<file path="src/rtl/tse_pkg.sv">
// Purpose: shared constants and types for the timer software event block
// Assumes: 32-bit register bus, one aligned word per register
// Notes: offsets are full byte addresses of the two timer instances
`default_nettype none
package tse_pkg;
  localparam int unsigned TSE_CNT_W = 16;
  localparam int unsigned TSE_NUM_CH = 4;

  // register byte addresses
  localparam logic [31:0] TSE_T1_EVENT_ADDR = 32'h4000e014;
  localparam logic [31:0] TSE_T1_MODE1_ADDR = 32'h4000e018;
  localparam logic [31:0] TSE_T1_MODE2_ADDR = 32'h4000e01c;
  localparam logic [31:0] TSE_T2_EVENT_ADDR = 32'h4000f014;
  localparam logic [31:0] TSE_T2_MODE1_ADDR = 32'h4000f018;
  localparam logic [31:0] TSE_T2_MODE2_ADDR = 32'h4000f01c;

  // reset values
  localparam logic [31:0] TSE_EVENT_RESET = 32'h0000_0000;
  localparam logic [15:0] TSE_MODE_RESET = 16'h0000;

  // event request bit positions
  localparam int unsigned TSE_EV_UPDATE = 0;
  localparam int unsigned TSE_EV_CHAN1 = 1;
  localparam int unsigned TSE_EV_TRIGGER = 6;

  // mode register layout: one byte per channel, channel 2 of each register at +8
  localparam logic [15:0] TSE_MODE_MASK = 16'h7f7f;
  localparam int unsigned TSE_CH_STRIDE = 8;
  localparam int unsigned TSE_SEL_LSB = 0;
  localparam int unsigned TSE_OFE_BIT = 2;
  localparam int unsigned TSE_OBE_BIT = 3;
  localparam int unsigned TSE_OM_LSB = 4;
  localparam int unsigned TSE_IPSC_LSB = 2;
  localparam int unsigned TSE_IF_LSB = 4;
  localparam logic [1:0] TSE_SEL_OUTPUT = 2'h0;

  // bus responses
  localparam logic [1:0] TSE_RESP_OKAY = 2'h0;
  localparam logic [1:0] TSE_RESP_SLVERR = 2'h2;
endpackage
`default_nettype wire

</file>
<file path="src/rtl/tse_reg_if.sv">
// Purpose: register access strobes between the bus slave and the core
// Assumes: write and read are each one-cycle strobes
// Notes: ok and read data are combinational answers to the strobe
`default_nettype none
interface tse_reg_if;
  logic wr_en;
  logic [31:0] wr_addr;
  logic [31:0] wr_data;
  logic [3:0] wr_strb;
  logic wr_ok;
  logic rd_en;
  logic [31:0] rd_addr;
  logic [31:0] rd_data;
  logic rd_ok;
  modport bus (output wr_en, wr_addr, wr_data, wr_strb, rd_en, rd_addr,
               input wr_ok, rd_data, rd_ok);
  modport core (input wr_en, wr_addr, wr_data, wr_strb, rd_en, rd_addr,
                output wr_ok, rd_data, rd_ok);
endinterface
`default_nettype wire

</file>
<file path="src/rtl/tse_axil_slave.sv">
// Purpose: AXI4-Lite slave turning bus transfers into register strobes
// Assumes: one write and one read outstanding at most
// Notes: address and data are taken in either order
`default_nettype none
module tse_axil_slave
  import tse_pkg::*;
(
  // clock and reset
  input wire logic aclk,
  input wire logic aresetn,
  // write channels
  input wire logic [31:0] s_axil_awaddr,
  input wire logic s_axil_awvalid,
  output logic s_axil_awready,
  input wire logic [31:0] s_axil_wdata,
  input wire logic [3:0] s_axil_wstrb,
  input wire logic s_axil_wvalid,
  output logic s_axil_wready,
  output logic [1:0] s_axil_bresp,
  output logic s_axil_bvalid,
  input wire logic s_axil_bready,
  // read channels
  input wire logic [31:0] s_axil_araddr,
  input wire logic s_axil_arvalid,
  output logic s_axil_arready,
  output logic [31:0] s_axil_rdata,
  output logic [1:0] s_axil_rresp,
  output logic s_axil_rvalid,
  input wire logic s_axil_rready,
  // register strobes
  tse_reg_if.bus regs
);
  typedef struct packed {
    logic aw_got;
    logic w_got;
    logic [31:0] awaddr;
    logic [31:0] wdata;
    logic [3:0] wstrb;
    logic awready;
    logic wready;
    logic bvalid;
    logic [1:0] bresp;
    logic arready;
    logic rvalid;
    logic [31:0] rdata;
    logic [1:0] rresp;
  } tse_axil_state_t;

  tse_axil_state_t s_reg, s_next;

  assign regs.wr_en = s_reg.aw_got && s_reg.w_got;
  assign regs.wr_addr = s_reg.awaddr;
  assign regs.wr_data = s_reg.wdata;
  assign regs.wr_strb = s_reg.wstrb;
  assign regs.rd_en = s_axil_arvalid && s_reg.arready;
  assign regs.rd_addr = s_axil_araddr;

  always_comb begin
    s_next = s_reg;
    if (s_axil_awvalid && s_reg.awready) begin
      s_next.aw_got = 1'b1;
      s_next.awaddr = s_axil_awaddr;
    end
    if (s_axil_wvalid && s_reg.wready) begin
      s_next.w_got = 1'b1;
      s_next.wdata = s_axil_wdata;
      s_next.wstrb = s_axil_wstrb;
    end
    if (s_reg.bvalid && s_axil_bready) begin
      s_next.bvalid = 1'b0;
    end
    // the core acts on the strobe in this cycle; the response follows at the edge
    if (s_reg.aw_got && s_reg.w_got) begin
      s_next.aw_got = 1'b0;
      s_next.w_got = 1'b0;
      s_next.bvalid = 1'b1;
      s_next.bresp = regs.wr_ok ? TSE_RESP_OKAY : TSE_RESP_SLVERR;
    end
    if (s_reg.rvalid && s_axil_rready) begin
      s_next.rvalid = 1'b0;
    end
    if (s_axil_arvalid && s_reg.arready) begin
      s_next.rvalid = 1'b1;
      s_next.rdata = regs.rd_data;
      s_next.rresp = regs.rd_ok ? TSE_RESP_OKAY : TSE_RESP_SLVERR;
    end
    // ready stays low while a response is pending, which throttles the master
    s_next.awready = !s_next.aw_got && !s_next.bvalid;
    s_next.wready = !s_next.w_got && !s_next.bvalid;
    s_next.arready = !s_next.rvalid;
  end

  always_ff @(posedge aclk) begin
    if (!aresetn) begin
      s_reg <= '0;
    end else begin
      s_reg <= s_next;
    end
  end

  assign s_axil_awready = s_reg.awready;
  assign s_axil_wready = s_reg.wready;
  assign s_axil_bvalid = s_reg.bvalid;
  assign s_axil_bresp = s_reg.bresp;
  assign s_axil_arready = s_reg.arready;
  assign s_axil_rvalid = s_reg.rvalid;
  assign s_axil_rdata = s_reg.rdata;
  assign s_axil_rresp = s_reg.rresp;
endmodule
`default_nettype wire

</file>
<file path="src/rtl/tse_channel.sv">
// Purpose: per-channel reaction to a software capture/compare request
// Assumes: request is a one-cycle pulse on the core clock
// Notes: flag outputs are set pulses for the external flag register
`default_nettype none
module tse_channel
  import tse_pkg::*;
(
  // clock and reset
  input wire logic aclk,
  input wire logic aresetn,
  // request and context
  input wire logic req,
  input wire logic is_input,
  input wire logic flag_in,
  input wire logic [TSE_CNT_W-1:0] counter_value,
  // results
  output logic irq_set,
  output logic missed_set,
  output logic capture_strobe,
  output logic [TSE_CNT_W-1:0] capture_value
);
  typedef struct packed {
    logic irq_set;
    logic missed_set;
    logic capture_strobe;
    logic [TSE_CNT_W-1:0] capture_value;
  } tse_chan_state_t;

  tse_chan_state_t s_reg, s_next;

  always_comb begin
    s_next = s_reg;
    s_next.irq_set = req;
    // a flag still pending means software has not yet read the last capture
    s_next.missed_set = req && is_input && flag_in;
    s_next.capture_strobe = req && is_input;
    if (req && is_input) begin
      s_next.capture_value = counter_value;
    end
  end

  always_ff @(posedge aclk) begin
    if (!aresetn) begin
      s_reg <= '0;
    end else begin
      s_reg <= s_next;
    end
  end

  assign irq_set = s_reg.irq_set;
  assign missed_set = s_reg.missed_set;
  assign capture_strobe = s_reg.capture_strobe;
  assign capture_value = s_reg.capture_value;
endmodule
`default_nettype wire

</file>
<file path="src/rtl/tse_timer_sw_event.sv">
// Purpose: software event generation and channel direction for one timer
// Assumes: counter, prescaler and flag register sit outside on the same clock
// Notes: TIMER_INDEX picks which timer's addresses this instance decodes
//
// Summary of operation
// writing one to the trigger bit sets the trigger interrupt flag
// channel request on an output channel sets its interrupt flag
// channel request on an input channel captures the counter and sets flag
// capture request with flag already set also sets missed-capture flag
// update request reloads counter and fires an update event
// update request clears prescaler count, ratio untouched
// update in center-aligned or up-counting mode clears the counter
// update in edge-aligned down-counting loads the auto-reload value
// each channel's selection field picks input capture or output compare
// output fields act only at selection zero, input fields above zero
// event request bits are pulses and read back as zero
//
// Implementation choice: register access over AXI4-Lite.
`default_nettype none
module tse_timer_sw_event
  import tse_pkg::*;
#(
  parameter int unsigned TIMER_INDEX = 1
) (
  // clock and reset
  input wire logic aclk,
  input wire logic aresetn,
  // register bus
  input wire logic [31:0] s_axil_awaddr,
  input wire logic s_axil_awvalid,
  output logic s_axil_awready,
  input wire logic [31:0] s_axil_wdata,
  input wire logic [3:0] s_axil_wstrb,
  input wire logic s_axil_wvalid,
  output logic s_axil_wready,
  output logic [1:0] s_axil_bresp,
  output logic s_axil_bvalid,
  input wire logic s_axil_bready,
  input wire logic [31:0] s_axil_araddr,
  input wire logic s_axil_arvalid,
  output logic s_axil_arready,
  output logic [31:0] s_axil_rdata,
  output logic [1:0] s_axil_rresp,
  output logic s_axil_rvalid,
  input wire logic s_axil_rready,
  // counter context
  input wire logic [tse_pkg::TSE_CNT_W-1:0] counter_value,
  input wire logic [tse_pkg::TSE_CNT_W-1:0] auto_reload_value,
  input wire logic count_direction,
  input wire logic center_aligned_mode,
  input wire logic [tse_pkg::TSE_NUM_CH-1:0] chan_irq_flag,
  // flag and counter control
  output logic trigger_irq_flag_set,
  output logic [tse_pkg::TSE_NUM_CH-1:0] chan_irq_flag_set,
  output logic [tse_pkg::TSE_NUM_CH-1:0] chan_missed_capture_set,
  output logic [tse_pkg::TSE_NUM_CH-1:0] chan_capture_strobe,
  output logic [tse_pkg::TSE_NUM_CH-1:0][tse_pkg::TSE_CNT_W-1:0] chan_compare_value,
  output logic update_event,
  output logic counter_reload,
  output logic [tse_pkg::TSE_CNT_W-1:0] counter_reload_value,
  output logic prescaler_clear,
  // channel configuration
  output logic [tse_pkg::TSE_NUM_CH-1:0] chan_is_input,
  output logic [tse_pkg::TSE_NUM_CH-1:0][2:0] chan_output_mode,
  output logic [tse_pkg::TSE_NUM_CH-1:0] chan_compare_buffer_en,
  output logic [tse_pkg::TSE_NUM_CH-1:0] chan_output_fast_en,
  output logic [tse_pkg::TSE_NUM_CH-1:0][2:0] chan_input_filter,
  output logic [tse_pkg::TSE_NUM_CH-1:0][1:0] chan_input_prescale
);
  localparam logic [31:0] EVENT_ADDR = (TIMER_INDEX == 2) ? TSE_T2_EVENT_ADDR
                                                          : TSE_T1_EVENT_ADDR;
  localparam logic [31:0] MODE1_ADDR = (TIMER_INDEX == 2) ? TSE_T2_MODE1_ADDR
                                                          : TSE_T1_MODE1_ADDR;
  localparam logic [31:0] MODE2_ADDR = (TIMER_INDEX == 2) ? TSE_T2_MODE2_ADDR
                                                          : TSE_T1_MODE2_ADDR;

  typedef struct packed {
    logic [15:0] mode1;
    logic [15:0] mode2;
    logic trig_set;
    logic upd;
    logic [TSE_CNT_W-1:0] reload_val;
    logic [TSE_NUM_CH-1:0] is_input;
    logic [TSE_NUM_CH-1:0][2:0] om;
    logic [TSE_NUM_CH-1:0] obe;
    logic [TSE_NUM_CH-1:0] ofe;
    logic [TSE_NUM_CH-1:0][2:0] icf;
    logic [TSE_NUM_CH-1:0][1:0] ipsc;
  } tse_core_state_t;

  tse_core_state_t s_reg, s_next;
  tse_reg_if regs ();
  logic ev_wr;
  logic [TSE_NUM_CH-1:0] ch_req;

  tse_axil_slave u_bus (
    .aclk(aclk),
    .aresetn(aresetn),
    .s_axil_awaddr(s_axil_awaddr),
    .s_axil_awvalid(s_axil_awvalid),
    .s_axil_awready(s_axil_awready),
    .s_axil_wdata(s_axil_wdata),
    .s_axil_wstrb(s_axil_wstrb),
    .s_axil_wvalid(s_axil_wvalid),
    .s_axil_wready(s_axil_wready),
    .s_axil_bresp(s_axil_bresp),
    .s_axil_bvalid(s_axil_bvalid),
    .s_axil_bready(s_axil_bready),
    .s_axil_araddr(s_axil_araddr),
    .s_axil_arvalid(s_axil_arvalid),
    .s_axil_arready(s_axil_arready),
    .s_axil_rdata(s_axil_rdata),
    .s_axil_rresp(s_axil_rresp),
    .s_axil_rvalid(s_axil_rvalid),
    .s_axil_rready(s_axil_rready),
    .regs(regs.bus)
  );

  // only byte lane 0 carries request bits; a write without it requests nothing
  assign ev_wr = regs.wr_en && regs.wr_addr == EVENT_ADDR && regs.wr_strb[0];

  always_comb begin
    for (int k = 0; k < TSE_NUM_CH; k++) begin
      ch_req[k] = ev_wr && regs.wr_data[TSE_EV_CHAN1 + k];
    end
  end

  // register decode
  always_comb begin
    regs.wr_ok = regs.wr_addr == EVENT_ADDR || regs.wr_addr == MODE1_ADDR
                 || regs.wr_addr == MODE2_ADDR;
    regs.rd_ok = 1'b1;
    regs.rd_data = 32'h0000_0000;
    if (regs.rd_addr == MODE1_ADDR) begin
      regs.rd_data = {16'h0000, s_reg.mode1};
    end else if (regs.rd_addr == MODE2_ADDR) begin
      regs.rd_data = {16'h0000, s_reg.mode2};
    end else if (regs.rd_addr == EVENT_ADDR) begin
      regs.rd_data = TSE_EVENT_RESET;
    end else begin
      regs.rd_ok = 1'b0;
    end
  end

  always_comb begin
    logic [7:0] fld;
    fld = 8'h00;
    s_next = s_reg;
    if (regs.wr_en && regs.wr_addr == MODE1_ADDR) begin
      for (int b = 0; b < 2; b++) begin
        if (regs.wr_strb[b]) begin
          s_next.mode1[b*8 +: 8] = regs.wr_data[b*8 +: 8] & TSE_MODE_MASK[b*8 +: 8];
        end
      end
    end
    if (regs.wr_en && regs.wr_addr == MODE2_ADDR) begin
      for (int b = 0; b < 2; b++) begin
        if (regs.wr_strb[b]) begin
          s_next.mode2[b*8 +: 8] = regs.wr_data[b*8 +: 8] & TSE_MODE_MASK[b*8 +: 8];
        end
      end
    end
    // requests are not stored: each pulse lasts exactly one cycle
    s_next.trig_set = ev_wr && regs.wr_data[TSE_EV_TRIGGER];
    s_next.upd = ev_wr && regs.wr_data[TSE_EV_UPDATE];
    if (s_next.upd) begin
      if (center_aligned_mode || !count_direction) begin
        s_next.reload_val = '0;
      end else begin
        s_next.reload_val = auto_reload_value;
      end
    end
    for (int k = 0; k < TSE_NUM_CH; k++) begin
      // the modulo keeps the index in range in the branch that is not taken
      if (k < 2) begin
        fld = s_next.mode1[(k % 2)*TSE_CH_STRIDE +: 8];
      end else begin
        fld = s_next.mode2[(k % 2)*TSE_CH_STRIDE +: 8];
      end
      s_next.is_input[k] = fld[TSE_SEL_LSB +: 2] != TSE_SEL_OUTPUT;
      // fields of the inactive direction are forced to zero here, before they are registered
      if (s_next.is_input[k]) begin
        s_next.om[k] = 3'h0;
        s_next.obe[k] = 1'b0;
        s_next.ofe[k] = 1'b0;
        s_next.icf[k] = fld[TSE_IF_LSB +: 3];
        s_next.ipsc[k] = fld[TSE_IPSC_LSB +: 2];
      end else begin
        s_next.om[k] = fld[TSE_OM_LSB +: 3];
        s_next.obe[k] = fld[TSE_OBE_BIT];
        s_next.ofe[k] = fld[TSE_OFE_BIT];
        s_next.icf[k] = 3'h0;
        s_next.ipsc[k] = 2'h0;
      end
    end
  end

  always_ff @(posedge aclk) begin
    if (!aresetn) begin
      s_reg <= '0;
    end else begin
      s_reg <= s_next;
    end
  end

  genvar g;
  generate
    for (g = 0; g < TSE_NUM_CH; g++) begin : g_chan
      tse_channel u_chan (
        .aclk(aclk),
        .aresetn(aresetn),
        .req(ch_req[g]),
        .is_input(s_reg.is_input[g]),
        .flag_in(chan_irq_flag[g]),
        .counter_value(counter_value),
        .irq_set(chan_irq_flag_set[g]),
        .missed_set(chan_missed_capture_set[g]),
        .capture_strobe(chan_capture_strobe[g]),
        .capture_value(chan_compare_value[g])
      );
    end
  endgenerate

  assign trigger_irq_flag_set = s_reg.trig_set;
  assign update_event = s_reg.upd;
  assign counter_reload = s_reg.upd;
  assign prescaler_clear = s_reg.upd;
  assign counter_reload_value = s_reg.reload_val;
  assign chan_is_input = s_reg.is_input;
  assign chan_output_mode = s_reg.om;
  assign chan_compare_buffer_en = s_reg.obe;
  assign chan_output_fast_en = s_reg.ofe;
  assign chan_input_filter = s_reg.icf;
  assign chan_input_prescale = s_reg.ipsc;
endmodule
`default_nettype wire

</file>
<file path="config.mk">
export PLATFORM = sky130hd
export DESIGN_NAME = tse_timer_sw_event
export DESIGN_NICKNAME = d
export VERILOG_FILES = /design/src/rtl/tse_pkg.sv /design/src/rtl/tse_reg_if.sv /design/src/rtl/tse_axil_slave.sv /design/src/rtl/tse_channel.sv /design/src/rtl/tse_timer_sw_event.sv
export SDC_FILE = /design/constraint.sdc
export NUM_CORES = 1
export LEC_CHECK = 0
export BUFFER_PORTS_ARGS = -buffer_cell sky130_fd_sc_hd__buf_2
export CORE_UTILIZATION = 41
export DETAILED_ROUTE_END_ITERATION = 8
export GPL_TIMING_DRIVEN = 0
export HOLD_SLACK_MARGIN = 0.15
export PLACE_DENSITY = 0.77
export SYNTH_ARGS = -nofsm -noshare
export SYNTH_HDL_FRONTEND = slang
export SYNTH_SLANG_ARGS = --single-unit
</file>
<file path="constraint.sdc">
create_clock -name aclk -period 2.45 [get_ports aclk]
set_input_delay 0.49 -clock aclk [delete_from_list [all_inputs] [get_ports aclk]]
set_output_delay 0.49 -clock aclk [all_outputs]
set_load 0.01 [all_outputs]
</file>
==> run summary <==
Yosys reg bits - 237
largest net degree at the start of global routing - 16
cell count after synthesis - 1046
drt initial violations - 631
worst reg2reg endpoint - g_chan[3].u_chan.capture_value[14]
die boundary height - 154 microns
Max Slew Vio Count - 0
CTS sink cnt - 237
Worst Setup Path Type - register to register
CTS Root Cell - clkbuf_16
Clock Pin Slew Worst Setup and Hold Paths - 0.06 ns
CP max stage delay - 0.59 ns
CP cell instances - or4_1 -> nor3_4 -> nand3_2 -> nor3_4 -> buf_6 -> mux2i_1
CORE AREA - 22600 sq um
number of synthesized flops with an enable pin - 0
final setup violating endpoints - 0
post-synth top area cell - dfxtp_1
commonest non-fill, non-tap cell in the layout - buf_2
RSZ-0062 raised after global routing - yes
fill count - 2070
initial antenna violation count - 1
Final Cycle Share - 96.2%
Seq/Total Area, Yosys - 50.2%
drt first pass iters - 6
setup ws final - 0.0919 ns
Hold Path Sink - counter_reload_value[7]
Worst EP arrival - 2.80 ns
top-area cell type share of the netlist area - 50.2%
synthesis-to-layout area growth - 31.6%
Distinct cells, synth - 40
Async SR Flop Fraction - 0%
Syn Area/Cell - 9.03 sq um
detailed placement HPWL - 20200 microns
utilization after layout - 54.9%
Rel. slew slack - 48.3%
Final Cell Area - 12400 sq um
Tightest Pin Transition - 0.770 ns
Horiz. Die Dim - 154 microns
status - finished clean
Sequential cell area - 4740 sq um
Initial Util - 41.7%
GRT overflow - 0
vias in the first global route - 7840
Total Die Area - 23600 sq um
synthesized cell area - 9450 sq um
leakage - 5.59 nW
Synth area leaders - dfxtp_1, nand2_1, buf_4
vias - 8448
DP Worst Slack - -0.486 ns
fmax - 424 MHz
Total Routed Length - 27000 microns
WP data required - 2.90 ns
GRT Resource Usage Total - 22.0%
area of the multi-input gates - 3700 sq um
worst hold start - auto_reload_value[7]
CP Capture Type - register
cell area power density - 707 nW/um^2
Final Skew - 0.0161 ns
htree depth - 1
family with the most delay on the worst path - simple AND/OR/NAND/NOR gates
wire length per cell - 15.9 microns
num ports - 326
Top FF cell, synth - dfxtp_1
Num CTS Buffers - 26
FF-to-FF Start - u_bus.regs.wr_addr[19]
worst ir drop on vdd - 0.495 mV
CTS tree - built
final hold vios - 0
minimum clock period - 2.36 ns
fin nets - 1537
Avg Vias per Cell - 4.98
residual DRC count - 0
Routed Antenna Nets - 0
first-pass GRT wire length - 41600 microns
number of flip-flops in the largest register - 64
Startpoint Class - register
CP Buf/Inv Count - 1
crit-path max FO - 10
layout cells sized above 1 - 33.7%
WHS Path Cells - 2
DP Area - 11300 sq um
gpl congestion - 0.911
MaxCap Viol Count - 0
worst reg2reg path depth - 6
worst-skew pair later-pin latency - 0.52 ns
Core Rows - 55
Min Hold Slack - 0.173 ns
worst hold path class - primary input to register
Synth warnings - 0
Max Root-Sink Buffers - 3
commonest non-fill, non-tap cells in the layout - buf_2, dfxtp_1, nand2_1, buf_4, mux2i_1
PortBufs - 284
FF-to-FF setup slack - 0.09 ns
Slowest cell on crit path - or4_1
most used cell, CP - nor3_4
area by class of cell:
cell class / count / share of cell area [%]
Timing Repair Buffer: 300 / 12.4
Tap cell: 285 / 2.87
Sequential cell: 237 / 38.2
Inverter: 1 / 0.0302
Multi-Input combinational cell: 660 / 29.8
Clock inverter: 15 / 2.06
Clock buffer: 33 / 5.86
Antenna cell: 1 / 0.0201
Buffer: 166 / 8.76
Yosys cell counts, types with 2 or more instances:
| cell type | number |
|---|---|
| nor2b_1 | 4 |
| nand2b_1 | 2 |
| dfxtp_1 | 237 |
| and3_1 | 5 |
| nand3_1 | 69 |
| and4_1 | 9 |
| nor3_4 | 5 |
| o21ai_0 | 74 |
| mux2_2 | 2 |
| buf_4 | 110 |
| buf_8 | 3 |
| and2_1 | 8 |
| nand4_1 | 4 |
| mux2i_1 | 78 |
| buf_6 | 2 |
| a21oi_1 | 52 |
| nor4b_1 | 2 |
| nor4bb_1 | 2 |
| nor4_1 | 6 |
| nor3_1 | 11 |
| or4b_1 | 3 |
| clkbuf_1 | 42 |
| nand2_1 | 227 |
| a22o_1 | 16 |
| a2bb2oi_1 | 14 |
| buf_1 | 8 |
| nor2_1 | 34 |
| or4_1 | 5 |
where the power goes:
part / switching [W] / internal, W
sequential: 0.0000485 / 0.00390
clock: 0.00162 / 0.00276
combinational: 0.000274 / 0.000186
layer usage:
metal / GRT usage, % / share of wire [%]
met5: 0 / 0
met2: 37.3 / 48
met4: 7.86 / 2.8
met1: 28.5 / 43
met3: 3.24 / 6.4
worst max-delay path by stage:
stage | cells after the start | startpoint | to
floorplan | 6 | u_bus.regs.wr_addr[1] | g_chan[0].u_chan.capture_value[10]
CTS | 6 | u_bus.regs.wr_addr[16] | counter_reload_value[6]
global placement | 5 | u_bus.regs.wr_addr[5] | counter_reload_value[13]
global route | 6 | u_bus.regs.wr_addr[18] | g_chan[0].u_chan.capture_value[9]
finish | 6 | u_bus.regs.wr_addr[19] | g_chan[3].u_chan.capture_value[14]
detailed placement | 5 | u_bus.regs.wr_addr[5] | counter_reload_value[6]
worst reg2reg max path: stages, from the launching register on:
cell	delay [ns]
dfxtp_1	0.31
or4_1	0.59
nor3_4	0.36
nand3_2	0.28
nor3_4	0.29
buf_6	0.23
mux2i_1	0.23
through the flow:
| stage | total power [W] | setup TNS, ns | instances |
|---|---|---|---|
| final | 0.00879 | 0 | 1698 |
| after floorplan | 0.00427 | 0 | 1065 |
| after global placement | 0.00447 | -14.15 | 1634 |
| after CTS | 0.00883 | 0 | 1696 |
| after detailed placement | 0.00448 | -18.83 | 1634 |
| after global routing | 0.00906 | -0.0203 | 1697 |
cells by family (layout without fill, tap and decap cells):
kind of cell           Yosys count  in the layout  share of synthesized area [%]
buffers and inverters          168            515                           11.6
muxes                           80             80                           8.50
AOI/OAI and AO/OA              158            158                           9.63
other                            1             21                         0.0397
and+or+nand+nor                402            402                           20.0
DFF                            237            237                           50.2
timing repair:
| item | CTS | global route |
|---|---|---|
| hold buffers | 0 | 0 |
| resized for setup | 4 | 4 |
| setup buffers | 14 | 2 |
| gates cloned | 0 | 0 |
| endpoints found under the setup margin | 121 | 23 |
| pin swaps | 8 | 1 |
(Power assumes the default switching activity.)
